<file path="config.mk">
export PLATFORM = sky130hd
export DESIGN_NAME = cmpc_ctrl
export DESIGN_NICKNAME = d
export VERILOG_FILES = /design/src/cmpc_pkg.sv /design/src/cmpc_ctrl.sv
export VERILOG_INCLUDE_DIRS = /design/src
export SDC_FILE = /design/constraint.sdc
export NUM_CORES = 1
export LEC_CHECK = 0
export ABC_AREA = 1
export ABC_CLOCK_PERIOD_IN_PS = 1300
export BUFFER_PORTS_ARGS = -buffer_cell sky130_fd_sc_hd__buf_2
export CAP_MARGIN = 20
export CORE_MARGIN = 4
export CORE_UTILIZATION = 35
export CTS_BUF_LIST = sky130_fd_sc_hd__clkbuf_8
export DETAILED_ROUTE_END_ITERATION = 6
export PLACE_DENSITY = 0.72
export RECOVER_POWER = 100
export SETUP_SLACK_MARGIN = 0.2
export SKIP_LAST_GASP = 1
export SYNTH_ARGS = -nofsm -noshare
export SYNTH_HDL_FRONTEND = slang
export SYNTH_SLANG_ARGS = --single-unit
</file>
<file path="constraint.sdc">
create_clock -name core_clk -period 1.3 [get_ports core_clk]
set_input_delay 0.26 -clock core_clk [delete_from_list [all_inputs] [get_ports core_clk]]
set_output_delay 0.26 -clock core_clk [all_outputs]
set_load 0.005 [all_outputs]
</file>
<file path="src/cmpc_defs.svh">
`ifndef CMPC_DEFS_SVH
`define CMPC_DEFS_SVH

// register byte offsets
`define CMPC_CSR_OFS     8'h00
`define CMPC_DIDR_OFS    8'h04
`define CMPC_MUXC_OFS    8'h08
`define CMPC_STAT_OFS    8'h0c
`define CMPC_MASK_OFS    8'h10

// comparator_control_status fields
`define CMPC_CSR_DIS     7
`define CMPC_CSR_BG      6
`define CMPC_CSR_RES     5
`define CMPC_CSR_FLAG    4
`define CMPC_CSR_IE      3
`define CMPC_CSR_CAP     2
`define CMPC_CSR_MODE_HI 1
`define CMPC_CSR_MODE_LO 0

// comparator_pin_input_disable fields
`define CMPC_DIDR_NEG    1
`define CMPC_DIDR_POS    0

// mux control fields
`define CMPC_MUXC_EN     6
`define CMPC_MUXC_CH_HI  2
`define CMPC_MUXC_CH_LO  0

// status / mask fields
`define CMPC_STAT_EVT    0

// reset values
`define CMPC_CSR_RST     8'h00
`define CMPC_DIDR_RST    8'h00
`define CMPC_MUXC_RST    8'h00
`define CMPC_STAT_RST    8'h00
`define CMPC_MASK_RST    8'h00

`endif

</file>
<file path="src/cmpc_pkg.sv">
package cmpc_pkg;

   // event that raises the comparator flag
   typedef enum logic [1:0] {
      CMPC_TOGGLE,
      CMPC_RESERVED,
      CMPC_FALL,
      CMPC_RISE
   } cmpc_mode_e;

   typedef logic [7:0] cmpc_byte_t;

endpackage

</file>
<file path="src/cmpc_ctrl.sv">
// The register offsets and the APB register port were left to the implementer.
`timescale 1ns/10ps
`include "cmpc_defs.svh"
// How it works
// - mux feeds negative input only when enabled, converter off
// - channel field picks converter pin 0 to 7
// - disable bit powers comparator off anytime
// - bandgap bit replaces positive pin input
// - result bit is synchronized, one to two cycles late
// - flag set on event matching selected mode
// - flag cleared by vector or writing one
// - request needs flag, enable and global enable
// - capture bit routes result to timer capture
// - mode field: toggle, reserved, falling, rising
// - buffer-off bits kill pin buffer, read zero
// - result high when positive exceeds negative
// - converter enable blocks the mux path
module cmpc_ctrl
   import cmpc_pkg::*;
(
   input  wire logic        core_clk,
   input  wire logic        reset_n,
   input  wire logic        psel,
   input  wire logic        penable,
   input  wire logic        pwrite,
   input  wire logic [7:0]  paddr,
   input  wire logic [31:0] pwdata,
   input  wire logic [3:0]  pstrb,
   output logic      [31:0] prdata,
   output logic             pready,
   output logic             pslverr,
   input  wire logic        cmp_raw,
   input  wire logic        converter_enable,
   input  wire logic        global_irq_enable,
   input  wire logic        irq_vector_ack,
   input  wire logic        pos_pin_digital,
   input  wire logic        neg_pin_digital,
   output logic             cmp_power_off,
   output logic             pos_bandgap_sel,
   output logic             neg_from_mux,
   output logic      [2:0]  neg_channel_sel,
   output logic             capture_in,
   output logic             cmp_irq_req,
   output logic             irq,
   output logic             pos_pin_buffer_off,
   output logic             neg_pin_buffer_off,
   output logic             pos_pin_read,
   output logic             neg_pin_read
);

   // byte lane bits 1:0 take no part in the decode
   function automatic logic hit(input logic [7:0] a, input logic [7:0] o);
      hit = (a[7:2] == o[7:2]);
   endfunction

   // registers
   logic             dis_q, dis_d;
   logic             bg_q, bg_d;
   logic             flag_q, flag_d;
   logic             ie_q, ie_d;
   logic             cap_q, cap_d;
   cmpc_mode_e       mode_q, mode_d;
   logic             pos_off_q, pos_off_d;
   logic             neg_off_q, neg_off_d;
   logic             mux_en_q, mux_en_d;
   logic [2:0]       chan_q, chan_d;
   logic             stat_q, stat_d;
   logic             mask_q, mask_d;

   // comparator path
   logic             sync1_q;
   logic             sync2_q;
   logic             prev_q;
   logic             event_hit;

   // bus answer
   logic [31:0]      prdata_q, prdata_d;
   logic             pready_q, pready_d;
   logic             pslverr_q, pslverr_d;
   logic             wr_en;
   logic             rd_done;
   logic             mapped;
   cmpc_byte_t       rd_byte;

   // registered outputs
   logic             neg_mux_q, neg_mux_d;
   logic             capture_q, capture_d;
   logic             req_q, req_d;
   logic             irq_q, irq_d;
   logic             pos_rd_q, pos_rd_d;
   logic             neg_rd_q, neg_rd_d;

   // two-flop synchronizer; only sync2_q is looked at
   always_ff @(posedge core_clk or negedge reset_n) begin
      if (!reset_n) begin
         sync1_q <= 1'b0;
         sync2_q <= 1'b0;
         prev_q  <= 1'b0;
      end else begin
         sync1_q <= cmp_raw;
         sync2_q <= sync1_q;
         prev_q  <= sync2_q;
      end
   end

   // event decode against the mode in force now; reserved never fires
   always_comb begin
      case (mode_q)
         CMPC_TOGGLE: event_hit = sync2_q ^ prev_q;
         CMPC_FALL:   event_hit = prev_q & ~sync2_q;
         CMPC_RISE:   event_hit = ~prev_q & sync2_q;
         default:     event_hit = 1'b0;
      endcase
   end

   assign mapped  = hit(paddr, `CMPC_CSR_OFS)  |
                    hit(paddr, `CMPC_DIDR_OFS) |
                    hit(paddr, `CMPC_MUXC_OFS) |
                    hit(paddr, `CMPC_STAT_OFS) |
                    hit(paddr, `CMPC_MASK_OFS);
   assign wr_en   = psel & penable & pready_q & pwrite & pstrb[0] & mapped;
   assign rd_done = psel & penable & pready_q & ~pwrite;

   // read mux
   always_comb begin
      rd_byte = 8'h00;
      if (hit(paddr, `CMPC_CSR_OFS)) begin
         rd_byte[`CMPC_CSR_DIS]     = dis_q;
         rd_byte[`CMPC_CSR_BG]      = bg_q;
         rd_byte[`CMPC_CSR_RES]     = sync2_q;
         rd_byte[`CMPC_CSR_FLAG]    = flag_q;
         rd_byte[`CMPC_CSR_IE]      = ie_q;
         rd_byte[`CMPC_CSR_CAP]     = cap_q;
         rd_byte[`CMPC_CSR_MODE_HI] = mode_q[1];
         rd_byte[`CMPC_CSR_MODE_LO] = mode_q[0];
      end else if (hit(paddr, `CMPC_DIDR_OFS)) begin
         rd_byte[`CMPC_DIDR_NEG] = neg_off_q;
         rd_byte[`CMPC_DIDR_POS] = pos_off_q;
      end else if (hit(paddr, `CMPC_MUXC_OFS)) begin
         rd_byte[`CMPC_MUXC_EN] = mux_en_q;
         rd_byte[`CMPC_MUXC_CH_HI:`CMPC_MUXC_CH_LO] = chan_q;
      end else if (hit(paddr, `CMPC_STAT_OFS)) begin
         rd_byte[`CMPC_STAT_EVT] = stat_q;
      end else if (hit(paddr, `CMPC_MASK_OFS)) begin
         rd_byte[`CMPC_STAT_EVT] = mask_q;
      end
   end

   // bus answer: prepared in the setup cycle so prdata is a flop
   always_comb begin
      pready_d  = 1'b0;
      prdata_d  = prdata_q;
      pslverr_d = 1'b0;
      if (psel && !penable && !pready_q) begin
         pready_d  = 1'b1;
         prdata_d  = {24'h000000, rd_byte};
         pslverr_d = ~mapped;
      end
   end

   always_ff @(posedge core_clk or negedge reset_n) begin
      if (!reset_n) begin
         prdata_q  <= 32'h00000000;
         pready_q  <= 1'b0;
         pslverr_q <= 1'b0;
      end else begin
         prdata_q  <= prdata_d;
         pready_q  <= pready_d;
         pslverr_q <= pslverr_d;
      end
   end

   // next values of the registers
   always_comb begin
      dis_d     = dis_q;
      bg_d      = bg_q;
      ie_d      = ie_q;
      cap_d     = cap_q;
      mode_d    = mode_q;
      pos_off_d = pos_off_q;
      neg_off_d = neg_off_q;
      mux_en_d  = mux_en_q;
      chan_d    = chan_q;
      mask_d    = mask_q;
      flag_d    = flag_q;
      stat_d    = stat_q;

      if (wr_en && hit(paddr, `CMPC_CSR_OFS)) begin
         dis_d  = pwdata[`CMPC_CSR_DIS];
         bg_d   = pwdata[`CMPC_CSR_BG];
         ie_d   = pwdata[`CMPC_CSR_IE];
         cap_d  = pwdata[`CMPC_CSR_CAP];
         mode_d = cmpc_mode_e'(pwdata[`CMPC_CSR_MODE_HI:`CMPC_CSR_MODE_LO]);
         if (pwdata[`CMPC_CSR_FLAG]) begin
            flag_d = 1'b0;
         end
      end
      if (wr_en && hit(paddr, `CMPC_DIDR_OFS)) begin
         neg_off_d = pwdata[`CMPC_DIDR_NEG];
         pos_off_d = pwdata[`CMPC_DIDR_POS];
      end
      if (wr_en && hit(paddr, `CMPC_MUXC_OFS)) begin
         mux_en_d = pwdata[`CMPC_MUXC_EN];
         chan_d   = pwdata[`CMPC_MUXC_CH_HI:`CMPC_MUXC_CH_LO];
      end
      if (wr_en && hit(paddr, `CMPC_MASK_OFS)) begin
         mask_d = pwdata[`CMPC_STAT_EVT];
      end
      if (irq_vector_ack) begin
         flag_d = 1'b0;
      end
      // clear only what the read returned; a later event must survive
      if (rd_done && hit(paddr, `CMPC_STAT_OFS) &&
          prdata_q[`CMPC_STAT_EVT]) begin
         stat_d = 1'b0;
      end
      // a new event beats any clear in the same cycle
      if (event_hit) begin
         flag_d = 1'b1;
         stat_d = 1'b1;
      end
   end

   always_ff @(posedge core_clk or negedge reset_n) begin
      if (!reset_n) begin
         dis_q     <= 1'(`CMPC_CSR_RST >> `CMPC_CSR_DIS);
         bg_q      <= 1'b0;
         flag_q    <= 1'b0;
         ie_q      <= 1'b0;
         cap_q     <= 1'b0;
         mode_q    <= CMPC_TOGGLE;
         pos_off_q <= 1'b0;
         neg_off_q <= 1'b0;
         mux_en_q  <= 1'b0;
         chan_q    <= 3'h0;
         stat_q    <= 1'b0;
         mask_q    <= 1'b0;
      end else begin
         dis_q     <= dis_d;
         bg_q      <= bg_d;
         flag_q    <= flag_d;
         ie_q      <= ie_d;
         cap_q     <= cap_d;
         mode_q    <= mode_d;
         pos_off_q <= pos_off_d;
         neg_off_q <= neg_off_d;
         mux_en_q  <= mux_en_d;
         chan_q    <= chan_d;
         stat_q    <= stat_d;
         mask_q    <= mask_d;
      end
   end

   // outputs registered so every port comes straight from a flop
   always_comb begin
      // mux path only with converter off
      neg_mux_d = mux_en_q & ~converter_enable;
      capture_d = cap_q & sync2_q;
      req_d     = flag_q & ie_q & global_irq_enable;
      irq_d     = stat_q & mask_q;
      pos_rd_d  = pos_pin_digital & ~pos_off_q;
      neg_rd_d  = neg_pin_digital & ~neg_off_q;
   end

   always_ff @(posedge core_clk or negedge reset_n) begin
      if (!reset_n) begin
         neg_mux_q <= 1'b0;
         capture_q <= 1'b0;
         req_q     <= 1'b0;
         irq_q     <= 1'b0;
         pos_rd_q  <= 1'b0;
         neg_rd_q  <= 1'b0;
      end else begin
         neg_mux_q <= neg_mux_d;
         capture_q <= capture_d;
         req_q     <= req_d;
         irq_q     <= irq_d;
         pos_rd_q  <= pos_rd_d;
         neg_rd_q  <= neg_rd_d;
      end
   end

   assign prdata             = prdata_q;
   assign pready             = pready_q;
   assign pslverr            = pslverr_q;
   assign cmp_power_off      = dis_q;
   assign pos_bandgap_sel    = bg_q;
   assign neg_from_mux       = neg_mux_q;
   // analog mux decodes this as converter pin 0..7
   assign neg_channel_sel    = chan_q;
   assign capture_in         = capture_q;
   assign cmp_irq_req        = req_q;
   assign irq                = irq_q;
   assign pos_pin_buffer_off = pos_off_q;
   assign neg_pin_buffer_off = neg_off_q;
   assign pos_pin_read       = pos_rd_q;
   assign neg_pin_read       = neg_rd_q;

endmodule // cmpc_ctrl

</file>
## Word-level counts from Yosys, hierarchy flattened

Index checks and enable logic that the tools add are counted.

- Bits in registers: 34
- Output and inout bits: 47
- Word-level logic and storage cells: 94
- Input port bits: 55

- Mux-type cells: 21
- Bitwise operators: 27
- Eq/ne operators: 6
- Reductions and logical operators: 16

Operators with widths:

| cell | number |
|---|---|
| $mux W1 | 16 |
| $and A1 B1 Y1 | 15 |
| $eq A6 B2 Y1 const B | 2 |
| $logic_and A1 B1 Y1 | 8 |
| $not A1 Y1 | 7 |
| $eq A6 B1 Y1 const B | 1 |
| $eq A6 B3 Y1 const B | 1 |
| $logic_not A6 Y1 | 1 |
| $mux W3 | 2 |
| $reduce_bool A3 Y1 | 2 |
| $eq A2 B2 Y1 const B | 2 |
| $mux W2 | 2 |
| $or A1 B1 Y1 | 4 |
| $pmux W1 S3 | 1 |
| $logic_not A1 Y1 | 2 |
| $logic_not A2 Y1 | 1 |
| $reduce_and A2 Y1 | 1 |
| $reduce_bool A2 Y1 | 1 |
| $xor A1 B1 Y1 | 1 |

## Logic depth before layout (Yosys ltp)

- Depth in word-level cells: 10
- Gate-level depth with buffers: 10
- Depth with buffers taken out: 9

## Worst setup path after synthesis

OpenSTA, ideal clock, no wires.

- Kind: reg2reg
- From: register pready_q (netlist: pready)
- To: register prdata_q[2] (netlist: prdata[2])
- Cell stages (with the launch flop): 5
- Path slack: 0.059 ns
- Setup time: 0.124 ns
- Data arrival time: 1.117 ns
- Required time: 1.176 ns
- Clock period less this slack: 1.241 ns
- Buffers on the path: 0
- Cell sequence: dfrtp_1 -> nor3_2 -> inv_2 -> a21oi_1 -> a21oi_1

- Cells in the longest elaborated chain, start to end: 2

RTL lines:

| item | line | RTL |
|---|---|---|
| start: declaration | cmpc_ctrl.sv:78 | `logic pready_q, pready_d;` |
| start signal: assignment | cmpc_ctrl.sv:168 | `pready_q <= pready_d;` |
| $logic_not A1 Y1 | cmpc_ctrl.sv:154 | `if (psel && !penable && !pready_q) begin` |
| $logic_and A1 B1 Y1 | cmpc_ctrl.sv:154 |  |
| end signal: assignment | cmpc_ctrl.sv:167 | `prdata_q <= prdata_d;` |
| end: declaration | cmpc_ctrl.sv:77 | `logic [31:0] prdata_q, prdata_d;` |

Every way passes these cells.
A chain may end at the register's enable or synchronous reset.

## Worst setup path in the final report

- From: register pready_q (netlist: pready)
- To: register prdata_q[5] (netlist: prdata[5])

Same word-level chain as after synthesis.

==> results.py <==
metrics = {
    "drt": {
        "totalWireLength_mm": 4.080,
        "drcViolationCount": 0,
        "routed_via_density": 4.225,
        "drtAntennaViolNets": 0,
        "drt-initial-drc-count": 26,
        "wl_per_cell_um": 11.93,
        "dr.pass1.iters": 4,
        "num_vias": 1445,
    },
    "finish": {
        "layout-drive-gt1-share": 0.3855,
        "fill_cells": 492,
        "num_antenna_cells": 0,
        "nets": 331,
        "fin_cells": 342,
        "area_growth_syn_to_layout_pct": 36.71,
        "regArea_um2": 850.8,
        "largest_reg_flops": 8,
        "multi_input_area_um2": 765.7,
    },
    "run_status": {
        "status": "complete, no violations",
    },
    "setup_path": {
        "critPathLaunchType": "register",
        "r2r-end": "prdata[5]",
        "worst-path-max-fanout": 5,
        "crit_required_ns": 1.47,
        "end_kind": "register",
        "r2r_setup_slack_ns": 0.09,
        "reg2reg_depth": 6,
        "critPathKind": "reg2reg",
        "rr_startpoint": "pready",
        "crit_arrival_ns": 1.38,
    },
    "hold_path": {
        "hp-class": "in2reg",
        "hold_end": "sync1_q",
        "hold_path_depth": 1,
        "min_from": "cmp_raw",
    },
    "timing": {
        "hold_viol": 0,
        "setup_tns_ns": 0,
        "fmax_mhz": 824.4,
        "rsz0062_at_grt": "true",
        "finalCritPeriodShare": 0.9330,
        "finClkSkew_ns": 0.004775,
        "period_minus_slack_ns": 1.213,
        "setup_viol": 0,
        "maxSlewViolCount": 0,
    },
    "global_routing": {
        "antenna_found_initial": 0,
        "grt_pass1_wl_mm": 6.561,
        "track_usage": 0.1385,
        "grt_max_degree": 22,
        "grt_remaining_overflow": 0,
        "first_global_vias": 1469,
    },
    "clocking": {
        "path_clk_slew_ns": 0.07,
        "cts_tree": "done",
        "cts.sinks": 34,
        "htreeDepth": 2,
        "root_buffer": "clkbuf_8",
        "clock_latency_ns": 0.28,
        "clockBufferDepth": 2,
        "cts_buffers": 5,
    },
    "job": {
        "maxCapViolations": 0,
    },
    "pwr": {
        "powerDensity_nw_per_um2": 915.6,
        "p_leak_nw": 1.249,
        "ir_worst_vdd_mv": 0.6620,
        "p_total_mw": 2.163,
    },
    "logic_synthesis": {
        "ys_ff_latch": 34,
        "synth_cell_types": 26,
        "yosys.area.top_type": "dfrtp_1",
        "yosys_warnings": 0,
        "ys_top_cells_by_area": "dfrtp_1, buf_4, nand2_1",
        "ys_seq_area_frac": 0.4924,
        "async_flop_share": 1.000,
        "synth_top_area_frac": 0.4924,
        "ys_dominant_reg_cell": "dfrtp_1",
        "synth_edf_count": 0,
        "syn-cell-area_um2": 1728,
        "syn_avg_cell_area_um2": 9.094,
        "syn_inst": 190,
    },
    "place": {
        "dp_hpwl_mm": 2.844,
        "gp_congestion": 0.7794,
        "io_buffers": 47,
        "dp.cells": 316,
    },
    "die": {
        "die_w_um": 78.26,
        "core_um2": 4755,
        "die-area_um2": 6125,
        "fp.dieH_um": 78.26,
        "row_count": 25,
        "boundaryPins": 102,
        "start_util": 0.3634,
    },
}
where the power goes:
part,leakage [nW],switching (mW),internal [mW]
combinational,0.749,0.153,0.113
sequential,0.447,0.0141,1.09
clock,0.0524,0.376,0.419
cell usage after synthesis (4+ instances only):
cell     instances
a21oi_1          4
buf_4           24
dfrtp_1         34
inv_1           24
nand2_1         35
nand2_2          4
nand3_1          6
nor2_1          14
o21ai_0         10
o21ai_2          6
critical path, stage by stage (launching register included):
cell and delay, ns:
dfrtp_1 0.40, clkbuf_1 0.13, nor3_4 0.15, buf_12 0.15, clkinvlp_4 0.13, nand2_2 0.09, o31ai_2 0.06
timing repair:
action | CTS | global route
setup buffers | 9 | 6
endpoints found under the hold margin | 13 | 0
endpoints found under the setup margin | 28 | 30
hold buffers | 1 | 0
gates cloned | 2 | 0
gates resized for setup | 10 | 20
pin swaps | 8 | 16
cells in the final DEF (no fill, tap or decap), drive strengths merged, types with 11 or more instances in the layout:
cell,instances
clkbuf,22
nand2,40
buf,60
nand3,11
conb,24
dfrtp,34
nor2,19
inv,28
o21ai,16
how the worst max path moves through the flow:
stage / start / end / slack, ns
after floorplan: pready / mode_q[0] / 0.11
after global placement: paddr[7] / cap_q / -0.08
after detailed placement: paddr[3] / mode_q[1] / -0.1
after CTS: pready / neg_channel_sel[1] / 0.10
after global routing: sync2_q / flag_q / 0.002
final: pready / prdata[5] / 0.09
layout make-up:
cell class / count / area share
tap: 67 / 0.03549
sequential: 34 / 0.3602
inverter: 27 / 0.04396
timing repair inverter: 1 / 0.003178
clock buffer: 6 / 0.03496
clock inverter: 2 / 0.003708
multi-input combinational: 128 / 0.3242
timing repair buffer: 77 / 0.1944
per-stage QoR:
| stage | hold WS (ns) | util | setup slack [ns] | area (um^2) |
|---|---|---|---|---|
| after global placement | 0.1857 | 0.4382 | -0.08145 | 2083 |
| after detailed placement | 0.1816 | 0.4382 | -0.09970 | 2083 |
| after CTS | 0.06754 | 0.4876 | 0.1031 | 2318 |
| final | 0.07980 | 0.4968 | 0.08705 | 2362 |
| after global routing | 0.07087 | 0.4968 | 0.002064 | 2362 |
| after floorplan | -0.03559 | - | 0.1112 | 1838 |
logic make-up after synthesis:
logic type,after synthesis,synth area share
AO/OA/AOI/OAI,23,0.08472
other,1,0.002170
AND/OR/NAND/NOR,78,0.2368
flip-flops,34,0.4924
buffers and inverters,52,0.1694
adder cells (fa/ha/maj),2,0.01448
routing by layer:
layer  share of wire  GRT usage
met4           0.015    0.06643
met5               0          0
met3           0.072    0.04931
met2            0.51     0.2295
met1            0.41     0.1589
(Power assumes the default switching activity.)
